==> src/uep_pkg.sv <==
package uep_pkg;
	// Clock 10 MHz
	localparam int unsigned CLK_PERIOD_NS = 100;
	// Program pulse, nominal and ceiling
	localparam int unsigned PULSE_NOM_MS = 10;
	localparam int unsigned PULSE_MAX_MS = 55;
	localparam int unsigned PULSE_CYC = PULSE_NOM_MS * 1000000 / CLK_PERIOD_NS;
	localparam int unsigned PULSE_MAX_CYC = PULSE_MAX_MS * 1000000 / CLK_PERIOD_NS;
	// Setup and hold around the pulse
	localparam int unsigned SETUP_US = 2;
	localparam int unsigned HOLD_US = 2;
	localparam int unsigned SETUP_CYC = (SETUP_US * 1000 + CLK_PERIOD_NS - 1) / CLK_PERIOD_NS;
	localparam int unsigned HOLD_CYC = (HOLD_US * 1000 + CLK_PERIOD_NS - 1) / CLK_PERIOD_NS;
	// Read access, slow grade covers all three
	localparam int unsigned ADDR_ACCESS_NS = 450;
	localparam int unsigned SEL_ACCESS_NS = 150;
	localparam int unsigned STROBE_ACCESS_NS = 450;
	localparam int unsigned ACCESS_NS = ADDR_ACCESS_NS;
	localparam int unsigned ACCESS_CYC = (ACCESS_NS + CLK_PERIOD_NS - 1) / CLK_PERIOD_NS + 1;
	// Output release after select high
	localparam int unsigned REL_READ_NS = 100;
	localparam int unsigned REL_PROG_NS = 120;
	localparam int unsigned REL_CYC = (REL_PROG_NS + CLK_PERIOD_NS - 1) / CLK_PERIOD_NS;
	localparam int unsigned CNT_W = 20;
	localparam logic [7:0] ERASED_BYTE = 8'hff;
endpackage : uep_pkg

==> src/uep_host.sv <==
`timescale 1ns/1ns
`default_nettype none
module uep_host
	import uep_pkg::*;
#(
	parameter int unsigned PULSE_CYCLES = PULSE_CYC,
	parameter int unsigned PULSE_MAX_CYCLES = PULSE_MAX_CYC
) (
	// Clock and reset
	input wire logic clk,
	input wire logic rst,
	// Command port
	input wire logic cmd_valid,
	output logic cmd_ready,
	input wire logic cmd_write,
	input wire logic [10:0] cmd_addr,
	input wire logic [7:0] cmd_data,
	input wire logic [3:0] cmd_enable,
	output logic rsp_valid,
	output logic [7:0] rsp_data,
	output logic rsp_mismatch,
	output logic rsp_zero_to_one,
	// Device pins
	output logic [10:0] address,
	output logic [3:0] select_n,
	output logic [3:0] program_powerdown_strobe,
	output logic vpp_high,
	input wire logic [7:0] byte_lines_in,
	output logic [7:0] byte_lines_out,
	output logic byte_lines_oe_n
);
	typedef enum logic [2:0] {
		UEP_IDLE, UEP_SETUP, UEP_PULSE, UEP_HOLD, UEP_RELEASE, UEP_ACCESS, UEP_DONE
	} uep_state_t;
	uep_state_t state;
	uep_state_t next_state;
	logic [CNT_W-1:0] cnt;
	logic is_write;
	logic [7:0] wdata;
	logic [3:0] enab;
	logic cnt_done;
	logic [CNT_W-1:0] state_len;
	assign cmd_ready = (state == UEP_IDLE);
	assign cnt_done = (cnt == state_len - 1'b1);
	always_comb begin
		unique case (state)
			UEP_SETUP: state_len = CNT_W'(SETUP_CYC);
			UEP_PULSE: state_len = CNT_W'(PULSE_CYCLES);
			UEP_HOLD: state_len = CNT_W'(HOLD_CYC);
			UEP_RELEASE: state_len = CNT_W'(REL_CYC);
			UEP_ACCESS: state_len = CNT_W'(ACCESS_CYC);
			default: state_len = CNT_W'(1);
		endcase
	end
	always_comb begin
		next_state = state;
		unique case (state)
			UEP_IDLE: if (cmd_valid) next_state = UEP_SETUP;
			UEP_SETUP: if (cnt_done) next_state = is_write ? UEP_PULSE : UEP_ACCESS;
			UEP_PULSE: if (cnt_done) next_state = UEP_HOLD;
			UEP_HOLD: if (cnt_done) next_state = UEP_RELEASE;
			UEP_RELEASE: if (cnt_done) next_state = UEP_ACCESS;
			UEP_ACCESS: if (cnt_done) next_state = UEP_DONE;
			UEP_DONE: next_state = UEP_IDLE;
			default: next_state = UEP_IDLE;
		endcase
	end
	always_ff @(posedge clk) begin
		if (rst) begin
			state <= UEP_IDLE;
			cnt <= '0;
		end else begin
			state <= next_state;
			cnt <= (next_state != state) ? '0 : cnt + 1'b1;
		end
	end
	// Any address order, any enable set
	always_ff @(posedge clk) begin
		if (rst) begin
			is_write <= 1'b0;
			wdata <= ERASED_BYTE;
			enab <= '0;
			address <= '0;
		end else if (state == UEP_IDLE && cmd_valid) begin
			is_write <= cmd_write;
			wdata <= cmd_data;
			enab <= cmd_enable;
			address <= cmd_addr;
		end
	end
	// Pin drive per device: inhibited ones keep strobe low and select high
	logic prog_phase;
	assign prog_phase = is_write && (state == UEP_SETUP || state == UEP_PULSE ||
		state == UEP_HOLD);
	genvar gi;
	generate
		for (gi = 0; gi < 4; gi++) begin : g_dev
			logic sel_low;
			logic strobe_hi;
			assign sel_low = enab[gi] && !prog_phase && state != UEP_IDLE &&
				state != UEP_RELEASE;
			assign strobe_hi = (state == UEP_IDLE) || (state == UEP_PULSE && enab[gi]);
			always_ff @(posedge clk) begin
				if (rst) begin
					select_n[gi] <= 1'b1;
					program_powerdown_strobe[gi] <= 1'b1;
				end else begin
					select_n[gi] <= !sel_low;
					program_powerdown_strobe[gi] <= strobe_hi;
				end
			end
		end
	endgenerate
	// Supply held high through verify so read-back follows at once
	always_ff @(posedge clk) begin
		if (rst) begin
			vpp_high <= 1'b0;
			byte_lines_out <= ERASED_BYTE;
			byte_lines_oe_n <= 1'b1;
		end else begin
			vpp_high <= is_write && state != UEP_IDLE && state != UEP_DONE;
			byte_lines_out <= wdata;
			byte_lines_oe_n <= !prog_phase;
		end
	end
	// Sample only after full access time; nothing kept from the last address
	logic sample;
	assign sample = (state == UEP_ACCESS) && cnt_done;
	always_ff @(posedge clk) begin
		if (rst) begin
			rsp_valid <= 1'b0;
			rsp_data <= '0;
			rsp_mismatch <= 1'b0;
			rsp_zero_to_one <= 1'b0;
		end else begin
			rsp_valid <= sample;
			if (sample) begin
				rsp_data <= byte_lines_in;
				rsp_mismatch <= is_write && (byte_lines_in != wdata);
				rsp_zero_to_one <= is_write && |(wdata & ~byte_lines_in);
			end
		end
	end
	// Release wait covers the longer program-side disable
	property p_pulse_len;
		@(posedge clk) disable iff (rst)
		$rose(program_powerdown_strobe[0]) && prog_phase |-> program_powerdown_strobe[0] [*8];
	endproperty
	a_pulse_len: assert property (p_pulse_len) else $error("pulse short");
	logic [CNT_W-1:0] hi_cnt;
	always_ff @(posedge clk) begin
		if (rst || state == UEP_IDLE) hi_cnt <= '0;
		else if (program_powerdown_strobe[0]) hi_cnt <= hi_cnt + 1'b1;
	end
	property p_pulse_max;
		@(posedge clk) disable iff (rst) hi_cnt <= CNT_W'(PULSE_MAX_CYCLES);
	endproperty
	a_pulse_max: assert property (p_pulse_max) else $error("pulse too long");
	property p_drive_prog;
		@(posedge clk) disable iff (rst) !byte_lines_oe_n |-> &select_n;
	endproperty
	a_drive_prog: assert property (p_drive_prog) else $error("drive with select low");
	property p_inhibit;
		@(posedge clk) disable iff (rst)
		(state == UEP_HOLD && !enab[1]) |-> !program_powerdown_strobe[1] && select_n[1];
	endproperty
	a_inhibit: assert property (p_inhibit) else $error("inhibit broken");
	property p_vpp;
		@(posedge clk) disable iff (rst) (program_powerdown_strobe[0] && state != UEP_IDLE &&
			$past(state) != UEP_IDLE) |-> vpp_high;
	endproperty
	a_vpp: assert property (p_vpp) else $error("pulse without supply");
	property p_access;
		@(posedge clk) disable iff (rst) rsp_valid |-> $past(state) == UEP_ACCESS;
	endproperty
	a_access: assert property (p_access) else $error("early sample");
	property p_read_sel;
		@(posedge clk) disable iff (rst) sample && enab[0] |-> !select_n[0] &&
			!program_powerdown_strobe[0];
	endproperty
	a_read_sel: assert property (p_read_sel) else $error("read pins wrong");
	property p_idle_pd;
		@(posedge clk) disable iff (rst) (state == UEP_IDLE && $past(state) == UEP_IDLE) |->
			&program_powerdown_strobe;
	endproperty
	a_idle_pd: assert property (p_idle_pd) else $error("idle not powered down");
	// Exact length; the extra count is the power-down level left in the first setup cycle
	property p_pulse_exact;
		@(posedge clk) disable iff (rst)
		$fell(program_powerdown_strobe[0]) && state == UEP_HOLD |->
			hi_cnt == CNT_W'(PULSE_CYCLES + 1);
	endproperty
	a_pulse_exact: assert property (p_pulse_exact) else $error("pulse length off");
	property p_turn;
		@(posedge clk) disable iff (rst) $fell(byte_lines_oe_n) |-> $past(&select_n);
	endproperty
	a_turn: assert property (p_turn) else $error("host drives over selected device");
	property p_read_vpp;
		@(posedge clk) disable iff (rst) state == UEP_ACCESS && !is_write |-> !vpp_high;
	endproperty
	a_read_vpp: assert property (p_read_vpp) else $error("supply high on plain read");
	c_write: cover property (@(posedge clk) rsp_valid && is_write);
	c_read: cover property (@(posedge clk) rsp_valid && !is_write);
	c_mis: cover property (@(posedge clk) rsp_valid && rsp_mismatch);
	c_inhibit: cover property (@(posedge clk) state == UEP_PULSE && enab[0] && !enab[1]);
endmodule : uep_host
`default_nettype wire

==> config.mk <==
export PLATFORM = sky130hd
export DESIGN_NAME = uep_host
export DESIGN_NICKNAME = d
export VERILOG_FILES = /design/src/uep_pkg.sv /design/src/uep_host.sv
export SDC_FILE = /design/constraint.sdc
export NUM_CORES = 1
export LEC_CHECK = 0
export BUFFER_PORTS_ARGS = -buffer_cell sky130_fd_sc_hd__buf_2
export CAP_MARGIN = 20
export CORE_MARGIN = 2
export CORE_UTILIZATION = 46
export DETAILED_ROUTE_END_ITERATION = 8
export PLACE_DENSITY_LB_ADDON = 0.2
export SLEW_MARGIN = 20
export SYNTH_ARGS = -nofsm -noshare
export SYNTH_HDL_FRONTEND = slang
export SYNTH_SLANG_ARGS = --single-unit
==> constraint.sdc <==
create_clock -name clk -period 5.5 [get_ports clk]
set_clock_uncertainty 0.2 [all_clocks]
set_input_delay 0.825 -clock clk [delete_from_list [all_inputs] [get_ports clk]]
set_output_delay 0.825 -clock clk [all_outputs]
set_load 0.02 [all_outputs]
==> results.yml, run 1 <==
global_routing:
  grt_max_degree: 40
  track_usage: 0.192
  grt_pass1_vias: 2475
  antenna_found_initial: 0
  grt_pass1_wl_mm: 11.5
  overflow: 0
power:
  peakVddDrop_v: 0.000121
  p_comb_frac: 0.096
  pwr-share-seq: 0.533
  internal-power_uw: 782
  powerDensity_mw_per_mm2: 288
  p_sw_frac: 0.283
  clock_power_share: 0.371
  p_switching_uw: 309
  p_leak_uw: 0.00158
clock_tree:
  numCtsBuffers: 9
  cts_tree: "done"
  ctsResizeCount: 0
  postCtsSetupRepairBufs: 0
  cts.path.max_buffers: 2
  clkTransAtPathRegs_ps: 90
  clock-sinks: 76
  htree_num_levels: 3
  postCtsHoldBufs: 0
  root_buffer: "clkbuf_8"
  worst_skew_pair.late_latency_ps: 350
sta:
  rsz0062_at_grt: "no"
  period_share: 0.630
  drv_slew: 0
  slew-limit-headroom: 0.373
  tightestPinTransition_ps: 938
  hold_violations: 0
  max_freq_ghz: 0.289
  fin_crit_ps: 3460
  final.setup.tns_ps: 0
  final-setup-viol-count: 0
  timing.hold.ws_ps: 205
detailed_routing:
  dr.first_iter.drc_count: 95
  drc: 0
  ant_nets: 0
  drt_wl_total_mm: 7.10
  via_per_inst: 5.14
  dr.pass1.iters: 4
  vias: 2762
  post_drt_wl_per_cell_um: 13.2
status:
  status: "finished clean"
place:
  post_dp_cell_area_sq_mm: 0.00360
  gp_congestion: 0.799
  port_buffers: 75
  hpwl_mm: 5.07
synthesis:
  synth_cell_types: 39
  synth_area_per_cell_sq_um: 8.34
  yosysSeqAreaShare: 0.475
  synth_edf_count: 0
  synth_seq_cells: 76
  syn_area_sq_mm: 0.00320
  syn_nets: 431
  synth_flop_cell: "dfxtp_1"
  yosys_warnings: 0
  async_flop_share: 0
  netlist_instances: 384
die:
  fp.dieW_um: 87.4
  start_util: 0.474
  row_count: 30
  dieArea_sq_mm: 0.00764
  ios: 76
  core_area_sq_mm: 0.00676
  die_y_um: 87.4
worst_setup_path:
  cp_data_arrival_time_ps: 3470
  start_kind: "flip-flop"
  path_class: "reg2reg"
  crit_fanout: 14
  worst-endpoint-required_ps: 5510
  worstSetupEndpointType: "flip-flop"
run:
  drv_cap: 0
cells_and_area:
  fin_area_sq_mm: 0.00379
  nFillCells: 666
  area_growth_pct: 18.5
  n_antenna_cell: 0
  drive_above_1_share: 0.228
  fin_nets: 499
min_path:
  hold_class: "reg2reg"
[per-layer routing]
metal | global-route usage | up-vias | part of all wire
li1 | - | 1423 | -
met1 | 0.259 | 1250 | 0.48
met2 | 0.298 | 72 | 0.45
met3 | 0.0351 | 17 | 0.048
met4 | 0.0909 | 0 | 0.024
met5 | 0 | - | 0
[cell usage after synthesis (4+ instances only)]
| library cell | count | area share |
|---|---|---|
| inv_1 | 16 | 0.019 |
| nand2_1 | 71 | 0.083 |
| nor4_1 | 4 | 0.0078 |
| nand3_1 | 33 | 0.052 |
| or2_2 | 8 | 0.016 |
| nor3_1 | 4 | 0.0063 |
| nor2_1 | 32 | 0.038 |
| ha_1 | 12 | 0.047 |
| o21ai_0 | 11 | 0.017 |
| dfxtp_1 | 76 | 0.48 |
| xnor2_1 | 11 | 0.030 |
| clkbuf_1 | 15 | 0.018 |
| a21oi_1 | 32 | 0.050 |
| xor2_1 | 13 | 0.036 |
| nand4_1 | 8 | 0.016 |
[final timing paths]
kind                  to  slack [ps]     start  depth (start not counted)
max              cnt[16]        2040  state[1]                          9
min          select_n[0]         200   enab[0]                          1
max reg2reg      cnt[16]        2040  state[1]                          9
min reg2reg  select_n[0]         200   enab[0]                          1
[cells in the final DEF, fill, tap and decap left out, drive strengths merged]
cell      instances
and3              3
xor2             13
or3               3
clkbuf            9
o31ai             1
nor2             32
inv              20
nand2            71
a211oi            3
ha               12
clkinvlp          1
clkinv            2
o21ai            13
nor3b             1
or2               9
conb              2
o22ai             1
dfxtp            76
o311a             1
o21ba             1
nor3              5
a21oi            32
a21o              1
nor2b             1
nand2b            2
nand4             8
buf              75
o2111ai           1
o21bai            1
mux2i             3
nand3            33
and2              2
xnor2            11
nor4              5
and4              3
[stage by stage]
| stage | instances | utilization | total power (uW) | worst slack, ps |
|---|---|---|---|---|
| floorplan | 384 | - | 662 | 2920 |
| global placement | 521 | 0.534 | 697 | 2170 |
| finish | 537 | 0.561 | 1090 | 2040 |
| CTS | 537 | 0.561 | 1100 | 2010 |
| detailed placement | 521 | 0.534 | 700 | 2020 |
| global route | 537 | 0.561 | 1140 | 1770 |
[area by class of cell]
| class | instances | area (sq um) | share of cell area |
|---|---|---|---|
| Inverter | 16 | 60.1 | 0.0158 |
| Tap cell | 80 | 100 | 0.0264 |
| Multi-Input combinational cell | 274 | 1550 | 0.408 |
| Sequential cell | 76 | 1520 | 0.401 |
| Clock buffer | 9 | 124 | 0.0327 |
| Timing Repair Buffer | 75 | 375 | 0.0989 |
| Clock inverter | 7 | 65.1 | 0.0172 |
[state kept, by name, indices dropped and copies added, names as in the netlist]
register,flops
byte_lines_oe_n,1
rsp_valid,1
cnt,20
enab,4
is_write,1
vpp_high,1
state,3
wdata,8
rsp_data,8
byte_lines_out,8
rsp_mismatch,1
address,11
select_n,4
program_powerdown_strobe,4
rsp_zero_to_one,1
[logic make-up after synthesis]
kind of cell | after synthesis | share of synthesized area
simple gates | 178 | 0.262
mux | 3 | 0.00938
other cells | 2 | 0.00235
compound gates | 55 | 0.0969
buf+inv | 34 | 0.0414
flops | 76 | 0.475
xor+xnor | 24 | 0.0657
fa+ha+maj | 12 | 0.0469
[worst max-delay path, cell delays in order, from the launching register on]
cell and delay [ps]:
dfxtp_1 580, nor3b_4 440, inv_1 110, ha_1 320, xor2_1 160, nand3_1 140
nor4_2 380, nand3_1 170, o21bai_1 700, nor2_1 110
[power by group through the flow]
stage          combinational (uW)  sequential, uW  clock, uW
2_1_floorplan                59.5             602          0
3_3_place_gp                  103             594          0
3_5_place_dp                  106             594          0
4_1_cts                       106             581        415
5_1_grt                       118             584        441
6_report                      105             581        405
Power figures use the tool's default switching activity.
==> run 2: changes to the inputs <==
--- a/config.mk
+++ b/config.mk
@@ -5,6 +5,7 @@
 export SDC_FILE = /design/constraint.sdc
 export NUM_CORES = 1
 export LEC_CHECK = 0
+export ABC_AREA = 1
 export BUFFER_PORTS_ARGS = -buffer_cell sky130_fd_sc_hd__buf_2
 export CAP_MARGIN = 20
 export CORE_MARGIN = 2
==> constraint.sdc (replaced) <==
create_clock -name clk -period 3.07 [get_ports clk]
set_clock_uncertainty 0.2 [all_clocks]
set_input_delay 0.4605 -clock clk [delete_from_list [all_inputs] [get_ports clk]]
set_output_delay 0.4605 -clock clk [all_outputs]
set_load 0.02 [all_outputs]
==> run 2 against run 1 <==
Synthesized area rose by 10%. Via count rose by 10%. Setup slack got worse by 1800 ps. Sequential share of layout area fell by 4.1 points. Wire length rose by 4.0%. Register-to-register slack got worse by 1800 ps.
==> results.yml, run 2 <==
status:
  status: "finished clean"
sta:
  fin_crit_ps: 2790
  final.setup.tns_ps: 0
  hold_violations: 0
  period_share: 0.910
  slew-limit-headroom: 0.637
  tightestPinTransition_ps: 541
  max_freq_ghz: 0.358
  drv_slew: 0
  final-setup-viol-count: 0
  final.setup.worst_slack_ps: 277
  rsz0062_at_grt: "no"
worst_setup_path:
  crit_family: "simple AND/OR/NAND/NOR gates"
  worst-endpoint-required_ps: 3110
  cp_data_arrival_time_ps: 2830
  crit_chain: "nor2_1 > nor2_2 > ha_1 > inv_1 > nand2_1 > nand3_1 > nand2_1 > nand2_1 > nor2_1 > nand2_1 > nor2_4 > nand2_2 > a21oi_4 > nand2_1 > nand2_1 > nand2_1 > nand2_2 > buf_12 > nor2_2"
  crit_slowest_cell: "dfxtp_2"
  path_class: "reg2reg"
  path_buf_inv: 2
  start_kind: "flip-flop"
  cpMostUsedCell: "nand2_1"
  max_stage_delay_ps: 460
  crit_fanout: 20
  worstSetupEndpointType: "flip-flop"
  r2r_slack_ps: 280
detailed_routing:
  post_drt_wl_per_cell_um: 11.4
  drt_wl_total_mm: 7.39
  dr.first_iter.drc_count: 144
  dr.pass1.iters: 4
  vias: 3043
  via_per_inst: 4.71
  drc: 0
  ant_nets: 0
synthesis:
  synthMuxAreaShare: 0
  synth_flop_cell: "dfxtp_1"
  synth_top_family_by_area: "simple AND/OR/NAND/NOR gates"
  async_flop_share: 0
  synth_seq_cells: 76
  synth_cell_types: 35
  syn_area_sq_mm: 0.00354
  syn_nets: 514
  synth_xor_area_frac: 0.0470
  synth_fa_ha_area_frac: 0.0424
  netlist_instances: 467
  yosysMostFrequentCell: "nand2_1"
  yosysSeqAreaShare: 0.430
  synth_area_per_cell_sq_um: 7.57
  yosysTopAreaCellShare: 0.430
  synth.largest_area_cell: "dfxtp_1"
  synth_area_leaders: "dfxtp_1 (43%), nand2_1 (11%), inv_1 (6.9%)"
  synth-simple-area-share: 0.266
  synth_compound_area_frac: 0.104
  synth_edf_count: 0
  yosys_warnings: 0
  synth_common_cells: "nand2_1 (108), dfxtp_1 (76), inv_1 (65)"
cells_and_area:
  area_growth_pct: 19.6
  largest_reg_flops: 20
  fin_nets: 589
  n_antenna_cell: 0
  final_common_cell: "nand2_1"
  drive_above_1_share: 0.254
  nFillCells: 699
  reg.largest.list: "cnt (20), address (11)"
  top_register: "cnt"
  instances_no_fill: 646
  ff_latch_area_sq_mm: 0.00152
  multi_input_area_sq_mm: 0.00164
  layout_common_cells: "nand2_1 (108), buf_2 (75), dfxtp_1 (74), inv_1 (65), nand3_1 (27)"
global_routing:
  grt_pass1_vias: 2905
  track_usage: 0.187
  overflow: 0
  grt_max_degree: 28
  grt_pass1_wl_mm: 12.8
  antenna_found_initial: 0
power:
  p_leak_uw: 0.00193
  powerDensity_mw_per_mm2: 517
  peakVddDrop_v: 0.000275
  p_total_uw: 2190
clock_tree:
  cts.path.max_buffers: 2
  postCtsHoldBufs: 0
  worst_skew_pair.late_latency_ps: 350
  cts_tree: "done"
  htree_num_levels: 3
  numCtsBuffers: 9
  clkTransAtPathRegs_ps: 90
  postCtsSetupRepairBufs: 0
  clock-sinks: 76
  ctsResizeCount: 0
  root_buffer: "clkbuf_8"
place:
  port_buffers: 75
  hpwl_mm: 5.52
  gp_congestion: 0.892
  place_ws_ps: 86.1
  dp.cells: 630
run:
  drv_cap: 0
min_path:
  hold_class: "in2reg"
die:
  fp.dieW_um: 91.7
  dieArea_sq_mm: 0.00841
  ios: 76
  die_y_um: 91.7
  start_util: 0.483
  core_area_sq_mm: 0.00733
  row_count: 31
[run 2: final timing paths]
check                end         from  cells after the start
min             wdata[5]  cmd_data[5]                      3
max              cnt[15]     state[1]                     19
max reg2reg      cnt[15]     state[1]                     19
min reg2reg  select_n[1]      enab[1]                      1
[run 2: power breakdown]
| part | switching [uW] | leakage, uW | total (uW) | internal (uW) |
|---|---|---|---|---|
| Sequential | 24.8 | 0.000621 | 1050 | 1030 |
| Combinational | 174 | 0.00119 | 274 | 99.7 |
| Clock | 394 | 0.000112 | 864 | 470 |
[run 2: through the flow]
| step | hold slack, ps | area, sq um | util |
|---|---|---|---|
| 2_1_floorplan | 181 | 3540 | - |
| 3_3_place_gp | 190 | 3990 | 0.544 |
| 3_5_place_dp | 188 | 3990 | 0.544 |
| 4_1_cts | 105 | 4220 | 0.575 |
| 5_1_grt | 122 | 4230 | 0.577 |
| 6_report | 122 | 4230 | 0.577 |
[run 2: cell families after synthesis]
logic type                 after synthesis
AOI/OAI and AO/OA                       63
xor gates and xnor gates                19
adders and majority gates               12
buffers and inverters                   88
DFF                                     76
other                                    2
and+or+nand+nor                        207
[run 2: layer usage]
layer / vias up / global-route usage / share of wire / wire length [um]
li1: 1622 / - / - / -
met2: 72 / 0.292 / 0.45 / 3310
met1: 1341 / 0.245 / 0.49 / 3590
met4: 0 / 0.0858 / 0.011 / 78
met5: - / 0 / 0 / 0
met3: 8 / 0.0435 / 0.056 / 412
[run 2: worst min-delay path, cell delays in order]
cell and delay, ps:
buf_2 70, nand2_1 40, o211ai_1 60
[run 2: area by class of cell]
| class | count | share of cell area |
|---|---|---|
| clock buffers | 9 | 0.0293 |
| clock inverters | 7 | 0.0248 |
| inverters | 71 | 0.0654 |
| multi-input cells | 303 | 0.389 |
| flip-flops and latches | 76 | 0.360 |
| well taps | 99 | 0.0293 |
| repair buffers | 81 | 0.102 |
==> run 3: changes to the inputs <==
--- a/config.mk
+++ b/config.mk
@@ -10,8 +10,10 @@
 export CAP_MARGIN = 20
 export CORE_MARGIN = 2
 export CORE_UTILIZATION = 46
+export CTS_BUF_LIST = sky130_fd_sc_hd__clkbuf_16
 export DETAILED_ROUTE_END_ITERATION = 8
 export PLACE_DENSITY_LB_ADDON = 0.2
+export SKIP_LAST_GASP = 1
 export SLEW_MARGIN = 20
 export SYNTH_ARGS = -nofsm -noshare
 export SYNTH_HDL_FRONTEND = slang
==> constraint.sdc (replaced) <==
create_clock -name clk -period 3.07 [get_ports clk]
set_clock_uncertainty 0.2 [all_clocks]
set_input_delay 0.1535 -clock clk [delete_from_list [all_inputs] [get_ports clk]]
set_output_delay 0.1535 -clock clk [all_outputs]
set_load 0.02 [all_outputs]
==> run 3 against run 2 <==
First-iteration DRC count rose by 4.9%. Cell count rose by 5.9%. Flip-flop and latch count did not move. Via count rose by 6.8%. Wire length rose by 10%. Clock-buffer cell count did not move. Register-to-register slack barely moved. Global-route usage rose by 1.9 points. Largest cell class unchanged.
==> results.yml, run 3 (synthesis results as in run 2) <==
detailed_routing:
  wl_met2_mm: 3.82
  via_per_inst: 4.75
  vias: 3251
  highest_layer: "met4"
  wl_met1_mm: 3.82
  post_drt_wl_per_cell_um: 11.9
  dr.first_iter.drc_count: 151
  met3_length_um: 364
  ant_nets: 0
  drc: 0
  dr.pass1.iters: 4
  drt_wl_total_mm: 8.15
worst_setup_path:
  crit_fanout: 20
  cpMostUsedCell: "nand2_1"
  start_kind: "flip-flop"
  worst-endpoint-required_ps: 3090
  path_class: "reg2reg"
  crit_chain: "nor2_1 > nor2_2 > ha_1 > inv_1 > nand2_1 > nand3_1 > nand2_1 > nand2_1 > nor2_1 > nand2_1 > nor2_4 > nand2_2 > a21oi_4 > nand2_1 > nand2_1 > nand2_1 > nand2_2 > buf_12 > nor2_2"
  cp_data_arrival_time_ps: 2830
  worstSetupEndpointType: "flip-flop"
  crit_slowest_cell: "dfxtp_2"
  max_stage_delay_ps: 450
cells_and_area:
  area_growth_pct: 33.2
  largest_reg_flops: 20
  fin_nets: 627
  layout_common_cells: "nand2_1 (108), buf_2 (75), dfxtp_1 (74), inv_1 (65), dlygate4sd3_1 (38)"
  drive_above_1_share: 0.238
  utilization: 0.643
  final_common_cell: "nand2_1"
  n_antenna_cell: 0
  top_register: "cnt"
  reg.largest.list: "cnt (20), address (11)"
global_routing:
  overflow: 0
  track_usage: 0.206
  grt_max_degree: 28
  antenna_found_initial: 0
  grt_pass1_vias: 3170
  grt_pass1_wl_mm: 14.1
sta:
  tightestPinTransition_ps: 551
  final.setup.tns_ps: 0
  hold_violations: 0
  slew-limit-headroom: 0.630
  drv_slew: 0
  rsz0062_at_grt: "no"
  period_share: 0.914
  final-setup-viol-count: 0
  max_freq_ghz: 0.356
  fin_crit_ps: 2810
die:
  dieArea_sq_mm: 0.00841
  row_count: 31
  die_y_um: 91.7
  ios: 76
  fp.dieW_um: 91.7
  core_area_sq_mm: 0.00733
  start_util: 0.483
power:
  powerDensity_mw_per_mm2: 535
  p_leak_uw: 0.00214
  peakVddDrop_v: 0.000349
clock_tree:
  cts.path.max_buffers: 2
  worst_skew_pair.late_latency_ps: 330
  numCtsBuffers: 9
  root_buffer: "clkbuf_16"
  cts_tree: "done"
  htree_num_levels: 3
  clock-sinks: 76
  clkTransAtPathRegs_ps: 70
min_path:
  hold_class: "in2reg"
place:
  gp_congestion: 0.892
  port_buffers: 75
  hpwl_mm: 5.52
status:
  status: "finished clean"
run:
  drv_cap: 0
-- run 3: critical path: cells and delay by family, from the launching register on --
kind / cells / cell delay, ps
flops: 1 / 450
buf+inv: 2 / 250
compound gates: 1 / 160
simple gates: 15 / 1360
fa+ha+maj: 1 / 260
-- run 3: path summary, 6_finish.rpt --
| check | endpoint | cells after the start | start | slack, ps |
|---|---|---|---|---|
| setup / recovery | cnt[15] | 19 | state[1] | 260 |
| hold / removal | address[10] | 2 | rst | 5 |
| setup reg to reg | cnt[15] | 19 | state[1] | 260 |
| hold reg to reg | select_n[1] | 1 | enab[1] | 200 |
-- run 3: cell type report --
class	instances	area [sq um]
inverters	71	277
clock inverters	7	105
fillers	634	2620
multi-input cells	303	1640
well taps	99	124
flip-flops and latches	76	1520
clock buffers	9	225
repair buffers	119	813
-- run 3: repair_timing --
| item | in CTS | in global routing |
|---|---|---|
| hold buffers | 38 | 0 |
| endpoints found under the setup margin | 0 | 23 |
| endpoints found under the hold margin | 32 | 0 |
| resized for setup | 0 | 4 |
| setup buffers | 0 | 0 |
-- run 3: where the power goes --
group	switching, uW	internal, uW	total (uW)
clock	426	724	1150
sequential	25.9	1030	1050
combinational	184	132	317
-- run 3: routing by layer --
layer,vias up,GRT usage
met5,-,0
met4,0,0.0846
met3,14,0.0345
met2,77,0.347
met1,1465,0.263
li1,1695,-
-- run 3: metrics by stage --
stage          setup WS, ps  power (uW)  area, sq um  instances  hold WS [ps]
6_report                263        2520         4710        684          4.97
5_1_grt                77.3        2630         4710        684          12.7
4_1_cts                60.5        2530         4700        684         0.326
3_5_place_dp           86.1        1350         3990        630           174
3_3_place_gp            121        1340         3990        630           170
2_1_floorplan           531        1260         3540        467          83.9
